==> config.mk <==
export PLATFORM = sky130hd
export DESIGN_NAME = scu_uart
export DESIGN_NICKNAME = d
export VERILOG_FILES = /design/src/scu_pkg.sv /design/src/scu_uart.sv
export VERILOG_INCLUDE_DIRS = /design/src /design/src/src
export SDC_FILE = /design/constraint.sdc
export NUM_CORES = 1
export LEC_CHECK = 0
export ABC_AREA = 1
export BUFFER_PORTS_ARGS = -buffer_cell sky130_fd_sc_hd__buf_2
export CAP_MARGIN = 20
export CORE_ASPECT_RATIO = 0.75
export CORE_MARGIN = 2
export CORE_UTILIZATION = 45
export CTS_BUF_LIST = sky130_fd_sc_hd__clkbuf_2 sky130_fd_sc_hd__clkbuf_4 sky130_fd_sc_hd__clkbuf_8
export CTS_CLUSTER_DIAMETER = 150
export CTS_CLUSTER_SIZE = 25
export DETAILED_ROUTE_END_ITERATION = 6
export PLACE_DENSITY = 0.63
export SLEW_MARGIN = 30
export SYNTH_ARGS = -nofsm -noshare
export SYNTH_HDL_FRONTEND = slang
export SYNTH_SLANG_ARGS = --single-unit
==> constraint.sdc <==
create_clock -name CLK -period 5.7 [get_ports CLK]
set_input_delay 1.14 -clock CLK [delete_from_list [all_inputs] [get_ports CLK]]
set_output_delay 1.14 -clock CLK [all_outputs]
set_load 0.05 [all_outputs]
==> src/scu_cfg.svh <==
// Register offsets, field positions, reset values and timing counts of the smart-card channel
`ifndef SCU_CFG_SVH
`define SCU_CFG_SVH

// ---------------------------------------------------------------
// Register byte offsets
// ---------------------------------------------------------------
`define SCU_OFF_MODE     12'h000
`define SCU_OFF_CTRL     12'h004
`define SCU_OFF_DIV      12'h008
`define SCU_OFF_TXBUF    12'h00C
`define SCU_OFF_RXBUF    12'h010
`define SCU_OFF_STAT     12'h014
`define SCU_OFF_IRQ_ST   12'h018
`define SCU_OFF_IRQ_EN   12'h01C
`define SCU_OFF_IRQ_CLR  12'h020

// ---------------------------------------------------------------
// Mode register fields
// ---------------------------------------------------------------
`define SCU_MODE_LSB     0
`define SCU_CKSRC_BIT    3
`define SCU_STOPS_BIT    4
`define SCU_PODD_BIT     5
`define SCU_PON_BIT      6
`define SCU_ORDER_BIT    7
`define SCU_INV_BIT      8
`define SCU_PRE_LSB      9
`define SCU_MODE_SIM     3'b101
`define SCU_MODE_RST     32'h0000_0000

// ---------------------------------------------------------------
// Control register fields
// ---------------------------------------------------------------
`define SCU_TE_BIT       0
`define SCU_RE_BIT       1
`define SCU_IRS_BIT      2
`define SCU_ERE_BIT      3

// ---------------------------------------------------------------
// Status register fields
// ---------------------------------------------------------------
`define SCU_ST_TBE       0
`define SCU_ST_RXF       1
`define SCU_ST_OVR       2
`define SCU_ST_FRM       3
`define SCU_ST_PAR       4
`define SCU_ST_SUM       5
`define SCU_ST_TXIDLE    6
`define SCU_ST_RXLVL     7

// ---------------------------------------------------------------
// Interrupt bits
// ---------------------------------------------------------------
`define SCU_IRQ_TX       0
`define SCU_IRQ_RX       1
`define SCU_IRQ_ERR      2
`define SCU_IRQ_W        3

// ---------------------------------------------------------------
// Timing
// ---------------------------------------------------------------
`define SCU_OVS          16
`define SCU_OVS_MID      4'h7
`define SCU_FRAME_BITS   4'hB

`endif

==> src/scu_pkg.sv <==
// Types shared by the smart-card channel
package scu_pkg;
	typedef enum logic [1:0] {SCU_TX_IDLE, SCU_TX_SHIFT, SCU_TX_DONE} scu_tx_type;
	typedef enum logic [1:0] {SCU_RX_IDLE, SCU_RX_SHIFT, SCU_RX_ERRSIG} scu_rx_type;

	typedef struct packed {
		logic        hsel_d;
		logic        hwrite_d;
		logic [11:0] haddr_d;
		logic [31:0] hrdata;
		logic [11:0] mode;
		logic [3:0]  ctrl;
		logic [7:0]  div;
		logic [7:0]  txbuf;
		logic        tbe;
		logic [7:0]  rxbuf;
		logic        rxf;
		logic        ovr;
		logic        frm;
		logic        par;
		logic [2:0]  irq_st;
		logic [2:0]  irq_en;
		logic        irq;
		logic [2:0]  rx_s;
		logic [2:0]  ck_s;
		logic [7:0]  pre_cnt;
		logic [7:0]  div_cnt;
		logic        tick;
		scu_tx_type  tx_st;
		logic [3:0]  tx_ph;
		logic [3:0]  tx_bit;
		logic [9:0]  tx_sh;
		logic        tx_low;
		scu_rx_type  rx_st;
		logic [3:0]  rx_ph;
		logic [3:0]  rx_bit;
		logic [9:0]  rx_sh;
		logic        sig_low;
		logic        oe;
	} scu_state_type;
endpackage

==> src/scu_uart.sv <==
// Smart-card compatible serial channel with AHB-Lite register slave
//
// Notes on behaviour
// - Bit clock is selected source, the internal one prescaled, divided by 16 times divisor plus one.
// - Transmit starts only with transmit enable set and buffer holding data.
// - Receive starts only with receive enable set and a start bit seen.
// - With source select set, transmit interrupt when character fully shifted out.
// - Receive interrupt when character moves into receive buffer.
// - Overrun when last data/parity bit arrives and buffer unread; no receive interrupt.
// - Framing error when the stop bit is not found.
// - Framing and parity flags update when character enters the buffer.
// - Error sum is set while any overrun, framing or parity error stands.
// - With error signal enabled, parity error pulls transmit line low.
// - Reading receive buffer during error signal clears parity flag, releases line.
// - Transmit-finished request follows the stop bit; software samples receive line.
// - Card pulls line low on parity error; receive level readable at that point.
// - Setting source select and error enable after reset raises a transmit request.
// - Direct format sends LSB first, even parity, true data.
// - Inverse format sends inverted data MSB first with odd parity.
// - Inverse format receive inverts, stores MSB first, checks odd parity.
// - Transmit line is open-drain; only ever driven low.
//
// Decided for this implementation: the AHB-Lite register port and the register offsets.
`timescale 1ns/10ps
`include "scu_cfg.svh"

module scu_uart
	import scu_pkg::*;
(
	input  wire logic        CLK,
	input  wire logic        RESET,
	input  wire logic        HSEL,
	input  wire logic [31:0] HADDR,
	input  wire logic [1:0]  HTRANS,
	input  wire logic        HWRITE,
	input  wire logic [2:0]  HSIZE,
	input  wire logic [31:0] HWDATA,
	input  wire logic        HREADY,
	output logic      [31:0] HRDATA,
	output logic             HREADYOUT,
	output logic             HRESP,
	input  wire logic        RX_LINE,
	input  wire logic        EXT_CLOCK_PIN,
	output logic             TX_LINE_O,
	output logic             TX_LINE_OE,
	output logic             IRQ
);

	scu_state_type s_r;
	scu_state_type s_nxt;

	logic addr_ok;
	logic wr;
	logic rd_rx;
	logic sim_on;
	logic ext_rise;
	logic rx_lvl;
	logic par_calc;
	logic [7:0] data_o;
	logic [2:0] ev;

	always_comb begin
		s_nxt = s_r;
		ev = 3'b000;
		// ---------------------------------------------------------------
		// Bus slave, zero wait states
		// ---------------------------------------------------------------
		addr_ok = HSEL && HREADY && HTRANS[1];
		s_nxt.hsel_d = addr_ok;
		s_nxt.hwrite_d = HWRITE;
		s_nxt.haddr_d = HADDR[11:0];
		wr = s_r.hsel_d && s_r.hwrite_d;
		rd_rx = addr_ok && !HWRITE && HADDR[11:0] == `SCU_OFF_RXBUF;
		s_nxt.hrdata = 32'h0000_0000;
		if (addr_ok && !HWRITE) begin
			case (HADDR[11:0])
				`SCU_OFF_MODE:   s_nxt.hrdata = {20'h0_0000, s_r.mode};
				`SCU_OFF_CTRL:   s_nxt.hrdata = {28'h000_0000, s_r.ctrl};
				`SCU_OFF_DIV:    s_nxt.hrdata = {24'h00_0000, s_r.div};
				`SCU_OFF_TXBUF:  s_nxt.hrdata = {24'h00_0000, s_r.txbuf};
				`SCU_OFF_RXBUF:  s_nxt.hrdata = {24'h00_0000, s_r.rxbuf};
				`SCU_OFF_STAT:   s_nxt.hrdata = {24'h00_0000, s_r.rx_s[2],
					s_r.tx_st == SCU_TX_IDLE, s_r.ovr | s_r.frm | s_r.par,
					s_r.par, s_r.frm, s_r.ovr, s_r.rxf, s_r.tbe};
				`SCU_OFF_IRQ_ST: s_nxt.hrdata = {29'h0000_0000, s_r.irq_st};
				`SCU_OFF_IRQ_EN: s_nxt.hrdata = {29'h0000_0000, s_r.irq_en};
				default:         s_nxt.hrdata = 32'h0000_0000;
			endcase
		end
		// Reading the buffer frees it and clears overrun and framing; parity only during the error signal
		if (rd_rx) begin
			s_nxt.rxf = 1'b0;
			s_nxt.ovr = 1'b0;
			s_nxt.frm = 1'b0;
			if (s_r.rx_st == SCU_RX_ERRSIG) begin
				s_nxt.par = 1'b0;
				s_nxt.sig_low = 1'b0;
				s_nxt.rx_st = SCU_RX_IDLE;
			end
		end
		if (wr) begin
			case (s_r.haddr_d)
				`SCU_OFF_MODE: s_nxt.mode = HWDATA[11:0];
				`SCU_OFF_CTRL: begin
					s_nxt.ctrl = HWDATA[3:0];
					// Request raised when both bits become set
					if (HWDATA[`SCU_IRS_BIT] && HWDATA[`SCU_ERE_BIT] &&
						!(s_r.ctrl[`SCU_IRS_BIT] && s_r.ctrl[`SCU_ERE_BIT]))
						ev[`SCU_IRQ_TX] = 1'b1;
				end
				`SCU_OFF_DIV: s_nxt.div = HWDATA[7:0];
				`SCU_OFF_TXBUF: begin
					s_nxt.txbuf = HWDATA[7:0];
					s_nxt.tbe = 1'b0;
				end
				`SCU_OFF_IRQ_EN: s_nxt.irq_en = HWDATA[2:0];
				`SCU_OFF_IRQ_CLR: s_nxt.irq_st = s_r.irq_st & ~HWDATA[2:0];
				default: ;
			endcase
		end
		sim_on = s_r.mode[`SCU_MODE_LSB +: 3] == `SCU_MODE_SIM;
		// ---------------------------------------------------------------
		// Bit clock: prescale the internal source (external edges are not prescaled), then divide by n+1 to the 16x tick
		// ---------------------------------------------------------------
		s_nxt.rx_s = {s_r.rx_s[1:0], RX_LINE};
		s_nxt.ck_s = {s_r.ck_s[1:0], EXT_CLOCK_PIN};
		rx_lvl = s_r.rx_s[2];
		ext_rise = s_r.ck_s[1] && !s_r.ck_s[2];
		s_nxt.tick = 1'b0;
		if (s_r.mode[`SCU_CKSRC_BIT]) begin
			s_nxt.pre_cnt = 8'h00;
			if (ext_rise) begin
				s_nxt.div_cnt = s_r.div_cnt - 8'h01;
				if (s_r.div_cnt == 8'h00) begin
					s_nxt.div_cnt = s_r.div;
					s_nxt.tick = 1'b1;
				end
			end
		end else begin
			s_nxt.pre_cnt = s_r.pre_cnt + 8'h01;
			// Prescale 1, 2, 8 or 32 from a two-bit field
			if ((s_r.mode[`SCU_PRE_LSB +: 2] == 2'd0) ||
				(s_r.mode[`SCU_PRE_LSB +: 2] == 2'd1 && s_r.pre_cnt[0]) ||
				(s_r.mode[`SCU_PRE_LSB +: 2] == 2'd2 && &s_r.pre_cnt[2:0]) ||
				(s_r.mode[`SCU_PRE_LSB +: 2] == 2'd3 && &s_r.pre_cnt[4:0])) begin
				s_nxt.div_cnt = s_r.div_cnt - 8'h01;
				if (s_r.div_cnt == 8'h00) begin
					s_nxt.div_cnt = s_r.div;
					s_nxt.tick = 1'b1;
				end
			end
		end
		// ---------------------------------------------------------------
		// Transmitter: start, 8 data, parity, stop
		// ---------------------------------------------------------------
		data_o = s_r.mode[`SCU_INV_BIT] ? ~s_r.txbuf : s_r.txbuf;
		if (s_r.mode[`SCU_ORDER_BIT])
			data_o = {data_o[0], data_o[1], data_o[2], data_o[3],
				data_o[4], data_o[5], data_o[6], data_o[7]};
		par_calc = ^data_o ^ s_r.mode[`SCU_PODD_BIT] ^ 1'b1;
		case (s_r.tx_st)
			SCU_TX_IDLE: begin
				s_nxt.tx_low = 1'b0;
				if (sim_on && s_r.tick && s_r.ctrl[`SCU_TE_BIT] && !s_r.tbe) begin
					s_nxt.tx_sh = {1'b1, par_calc, data_o};
					s_nxt.tbe = 1'b1;
					s_nxt.tx_low = 1'b1;
					s_nxt.tx_ph = 4'h0;
					s_nxt.tx_bit = 4'h0;
					s_nxt.tx_st = SCU_TX_SHIFT;
				end
			end
			SCU_TX_SHIFT: if (s_r.tick) begin
				s_nxt.tx_ph = s_r.tx_ph + 4'h1;
				if (s_r.tx_ph == 4'hF) begin
					s_nxt.tx_bit = s_r.tx_bit + 4'h1;
					s_nxt.tx_low = !s_r.tx_sh[0];
					s_nxt.tx_sh = {1'b1, s_r.tx_sh[9:1]};
					if (s_r.tx_bit == 4'hA)
						s_nxt.tx_st = SCU_TX_DONE;
				end
			end
			SCU_TX_DONE: begin
				// Stop bit over: rx line now shows the card's verdict
				s_nxt.tx_low = 1'b0;
				if (s_r.ctrl[`SCU_IRS_BIT])
					ev[`SCU_IRQ_TX] = 1'b1;
				s_nxt.tx_st = SCU_TX_IDLE;
			end
			default: s_nxt.tx_st = SCU_TX_IDLE;
		endcase
		// ---------------------------------------------------------------
		// Receiver
		// ---------------------------------------------------------------
		case (s_r.rx_st)
			SCU_RX_IDLE: begin
				if (sim_on && s_r.tick && s_r.ctrl[`SCU_RE_BIT] && !rx_lvl) begin
					s_nxt.rx_ph = 4'h0;
					s_nxt.rx_bit = 4'h0;
					s_nxt.rx_st = SCU_RX_SHIFT;
				end
			end
			SCU_RX_SHIFT: if (s_r.tick) begin
				s_nxt.rx_ph = s_r.rx_ph + 4'h1;
				if (s_r.rx_ph == `SCU_OVS_MID) begin
					s_nxt.rx_bit = s_r.rx_bit + 4'h1;
					s_nxt.rx_sh = {rx_lvl, s_r.rx_sh[9:1]};
					if (s_r.rx_bit == 4'h0 && rx_lvl)
						s_nxt.rx_st = SCU_RX_IDLE; // False start
					if (s_r.rx_bit == 4'h9 && s_r.rxf) begin
						s_nxt.ovr = 1'b1;
						ev[`SCU_IRQ_ERR] = 1'b1;
					end
					if (s_r.rx_bit == 4'hA) begin
						s_nxt.rx_st = SCU_RX_IDLE;
						if (!s_nxt.ovr) begin
							// Start bit sits at the bottom, parity at the top
							s_nxt.rxbuf = s_r.mode[`SCU_INV_BIT] ? ~s_r.rx_sh[8:1] :
								s_r.rx_sh[8:1];
							if (s_r.mode[`SCU_ORDER_BIT])
								s_nxt.rxbuf = {s_nxt.rxbuf[0], s_nxt.rxbuf[1],
									s_nxt.rxbuf[2], s_nxt.rxbuf[3], s_nxt.rxbuf[4],
									s_nxt.rxbuf[5], s_nxt.rxbuf[6], s_nxt.rxbuf[7]};
							s_nxt.rxf = 1'b1;
							s_nxt.frm = !rx_lvl;
							s_nxt.par = ^s_r.rx_sh[9:1] ^ s_r.mode[`SCU_PODD_BIT] ^
								1'b1;
							ev[`SCU_IRQ_RX] = 1'b1;
							if (!rx_lvl || s_nxt.par)
								ev[`SCU_IRQ_ERR] = 1'b1;
							if (s_nxt.par && s_r.ctrl[`SCU_ERE_BIT]) begin
								s_nxt.sig_low = 1'b1;
								s_nxt.rx_st = SCU_RX_ERRSIG;
							end
						end
					end
				end
			end
			SCU_RX_ERRSIG: ; // Line held low until the buffer is read
			default: s_nxt.rx_st = SCU_RX_IDLE;
		endcase
		if (!sim_on) begin
			s_nxt.tx_st = SCU_TX_IDLE;
			s_nxt.tx_low = 1'b0;
		end
		// Pin enable registered on its own so the output comes from one flop
		s_nxt.oe = s_nxt.tx_low | s_nxt.sig_low;
		// ---------------------------------------------------------------
		// Interrupts: set wins over clear
		// ---------------------------------------------------------------
		s_nxt.irq_st = s_nxt.irq_st | ev;
		s_nxt.irq = |(s_nxt.irq_st & s_nxt.irq_en);
	end

	always_ff @(posedge CLK or posedge RESET) begin
		if (RESET) begin
			s_r <= '0;
			s_r.tbe <= 1'b1;
			// Idle line is high; avoids a false start after reset
			s_r.rx_s <= 3'b111;
		end else begin
			s_r <= s_nxt;
		end
	end

	assign HRDATA = s_r.hrdata;
	assign HREADYOUT = 1'b1;
	assign HRESP = 1'b0;
	// Open drain: drive only low
	assign TX_LINE_O = 1'b0;
	assign TX_LINE_OE = s_r.oe;
	assign IRQ = s_r.irq;

endmodule // scu_uart

==> key figures <==
Synth
  – Synth warnings: 0
  – Post-synthesis cell count: 885
  – Sequential area share after synthesis: 48.5%
  – Adder-Cell Fraction of Synth Area: 2.07%
  – Simple-gate portion of the synthesized area: 24.2%
  – Mean Syn Cell Area: 8.18 µm²
  – Post-synth ARST share: 100%
  – Fraction of synthesized cell area in xor and xnor cells: 2.78%
  – Cell area after synthesis: 7240 µm²
  – Compound-Gate Fraction of Synth Area: 11.2%
  – Main combinational cell family by area after synthesis: simple AND/OR/NAND/NOR gates
  – Distinct cell type count after synthesis: 48
  – #FFs+latches synth: 140
  – Mux cell area share after synthesis: 0.311%
  – Top FF cell, synth: dfrtp_1
  – EDFF count, synth: 0

Placed design
  – GP Congestion: 0.923
  – Port bufs: 45
  – Post-DP HPWL: 12200 µm
  – Dpl cell area: 7460 µm²

Routing
  – DRC Markers: 0
  – Detailed Routing Iterations Pass 1: 5
  – DRT iter0 DRCs: 372
  – Via count: 5711
  – Detail Route Antenna Nets: 0
  – Routed length per instance: 14.4 µm
  – Post-DR vias/cell: 5.00
  – Total Wirelength: 16400 µm

STA
  – Peak Freq: 328 MHz
  – Final hold viol count: 0
  – TNS Setup: 0 ns
  – Slew Viols, Final: 0
  – Max-slew headroom: 39.3%
  – Unrepaired setup endpoints after global routing: no
  – Worst Tran Pin Value: 0.911 ns
  – Final period utilization: 53.4%
  – Final setup violation count: 0
  – Clock Skew: 0.0149 ns
  – Final min period: 3.04 ns

Die
  – Die height: 114 µm
  – Die area: 17100 µm²
  – Row count: 40
  – Core footprint: 15900 µm²
  – Horiz. Die Dim: 150 µm
  – Effective utilization at floorplan: 45.6%
  – Num ports: 113

Global route
  – Vias in the first global route: 5333
  – Grt ovf: 0
  – Largest net degree at the start of global routing: 92
  – Initial antenna violation count: 0
  – First-pass GRT wire length: 27400 µm
  – Total Routing Usage GR: 20.8%

Clock network
  – Max clock buf depth: 2
  – CTS tree: yes
  – Hold_buf cts: 0
  – # resized after CTS: 0
  – Clock insertion delay at the later pin of the skew report: 0.47 ns
  – Setup bufs post-CTS: 0
  – Clock sinks: 140
  – Number of CTS-inserted buffers: 17
  – CTS clock-pin slew for the worst setup and hold paths: 0.08 ns
  – CTS root buffer: clkbuf_8
  – Htree depth: 4

Job
  – Max cap viols: 0

Power
  – Leakage power: 4.06 nW
  – Peak VDD IR: 0.157 mV
  – Pwr Density: 271 nW/µm²

Layout
  – Commonest non-fill, non-tap cell in the layout: nand2_1
  – Fin nets: 1007
  – Most frequent cells in the layout: 220 x nand2_1, 136 x dfrtp_1, 101 x inv_1
  – Fillers: 1591
  – Share of cells above drive strength 1: 12.8%
  – Final instance area: 7860 µm²
  – Diode count: 0
  – Layout overhead on the synthesized area: 8.52%

Worst hold path
  – Worst hold path class: reg -> reg
  – Hold Crit Start: s_nxt[61]

Critical path
  – Max FO, Critical Path: 11
  – Nature of the critical path startpoint: primary input
  – CP required: 6.03 ns
  – Worst EP arrival: 3.38 ns
  – Worst Setup SP: HADDR[9]
  – Worst setup EP type: register
  – CP Class: in -> reg
  – R2r startpoint: s_r[114]

Status
  – Outcome: finished clean
-- cell type report --
cell class              count  area (µm²)  share of cell area (%)
repair buffers             48         248                    3.15
well taps                 210         263                    3.34
multi-input cells         603        3030                    38.5
clock inverters            13         144                    1.83
flip-flops and latches    140        3510                    44.6
clock buffers              19         255                    3.25
inverters                 109         414                    5.27
-- report_power, final --
part / leakage [nW] / internal, mW / switching (mW)
combinational: 2.17 / 0.0756 / 0.167
sequential: 1.70 / 1.03 / 0.0337
clock: 0.192 / 0.406 / 0.416
-- sequential cells by signal (all words and copies together), names as in the netlist --
name,flops
TX_LINE_OE,1
HRDATA,12
s_nxt,4
s_r,121
rx_lvl,1
IRQ,1
-- critical path, cell delays in order --
cell,delay [ns]
buf_2,0.10
nor2_1,0.10
nand2_1,0.12
nor2_1,0.64
nand2_1,0.51
nand3_1,0.23
nand2_1,0.19
a31oi_1,0.35
-- path summary, 6_finish.rpt --
check,cells after the start,to,slack [ns]
setup / recovery,8,HRDATA[4],2.66
hold / removal,0,s_nxt[62],0.35
setup reg to reg,14,s_r[31],3.15
hold reg to reg,0,s_nxt[62],0.35
max in group asynchronous,3,s_r[34],3.69
min in group asynchronous,2,s_r[158],0.82
-- cells by family after synthesis --
family	count (synthesis)
AOI/OAI and AO/OA	142
and+or+nand+nor	401
buffers and inverters	163
xor gates and xnor gates	23
muxes	2
DFF	140
other	2
adders and majority gates	12
-- synthesized netlist by cell type, types with 2 or more instances --
cell type / number / share of area, %
xnor2_1: 5 / 0.60
conb_1: 2 / 0.10
a21oi_1: 28 / 1.9
nand2_2: 3 / 0.26
inv_2: 7 / 0.36
a22oi_1: 8 / 0.83
xor2_1: 18 / 2.2
nor3_1: 18 / 1.2
ha_1: 12 / 2.1
dfrtp_1: 136 / 47
nor2_4: 3 / 0.47
clkbuf_1: 6 / 0.31
a31oi_1: 3 / 0.26
buf_2: 7 / 0.48
nor2_2: 5 / 0.43
o211ai_1: 3 / 0.31
nand4_1: 6 / 0.52
nand3_1: 69 / 4.8
dfstp_2: 4 / 1.5
nor2_1: 61 / 3.2
o21ai_1: 5 / 0.35
or2_2: 3 / 0.26
o21ai_2: 4 / 0.48
o221ai_1: 4 / 0.48
o22ai_1: 9 / 0.78
o21ai_0: 71 / 4.9
inv_1: 102 / 5.3
nand2_1: 220 / 11
buf_6: 3 / 0.47
buf_4: 37 / 3.8
mux2_2: 2 / 0.31
nor3b_1: 3 / 0.31
nor4_1: 3 / 0.26
-- per-layer routing --
| metal | wire length (µm) | vias to the layer above | GRT usage [%] |
|---|---|---|---|
| met5 | 0 | - | 0 |
| met4 | 165 | 0 | 4.97 |
| met3 | 956 | 14 | 5.32 |
| met2 | 6700 | 135 | 28.5 |
| met1 | 8610 | 2683 | 32.6 |
| li1 | - | 2879 | - |
-- stage by stage --
| step | hold WS [ns] | std cells | setup WS (ns) | util (%) | power, mW |
|---|---|---|---|---|---|
| after global placement | 0.333 | 1110 | 2.30 | 47.0 | 1.32 |
| after detailed placement | 0.336 | 1110 | 2.24 | 47.0 | 1.33 |
| final | 0.351 | 1142 | 2.66 | 49.5 | 2.13 |
| after CTS | 0.355 | 1142 | 2.73 | 49.5 | 2.14 |
| after global routing | 0.362 | 1142 | 2.47 | 49.5 | 2.24 |
| after floorplan | 0.331 | 906 | 0.814 | - | 1.28 |
Note: power is estimated with default switching activity, not from simulation.
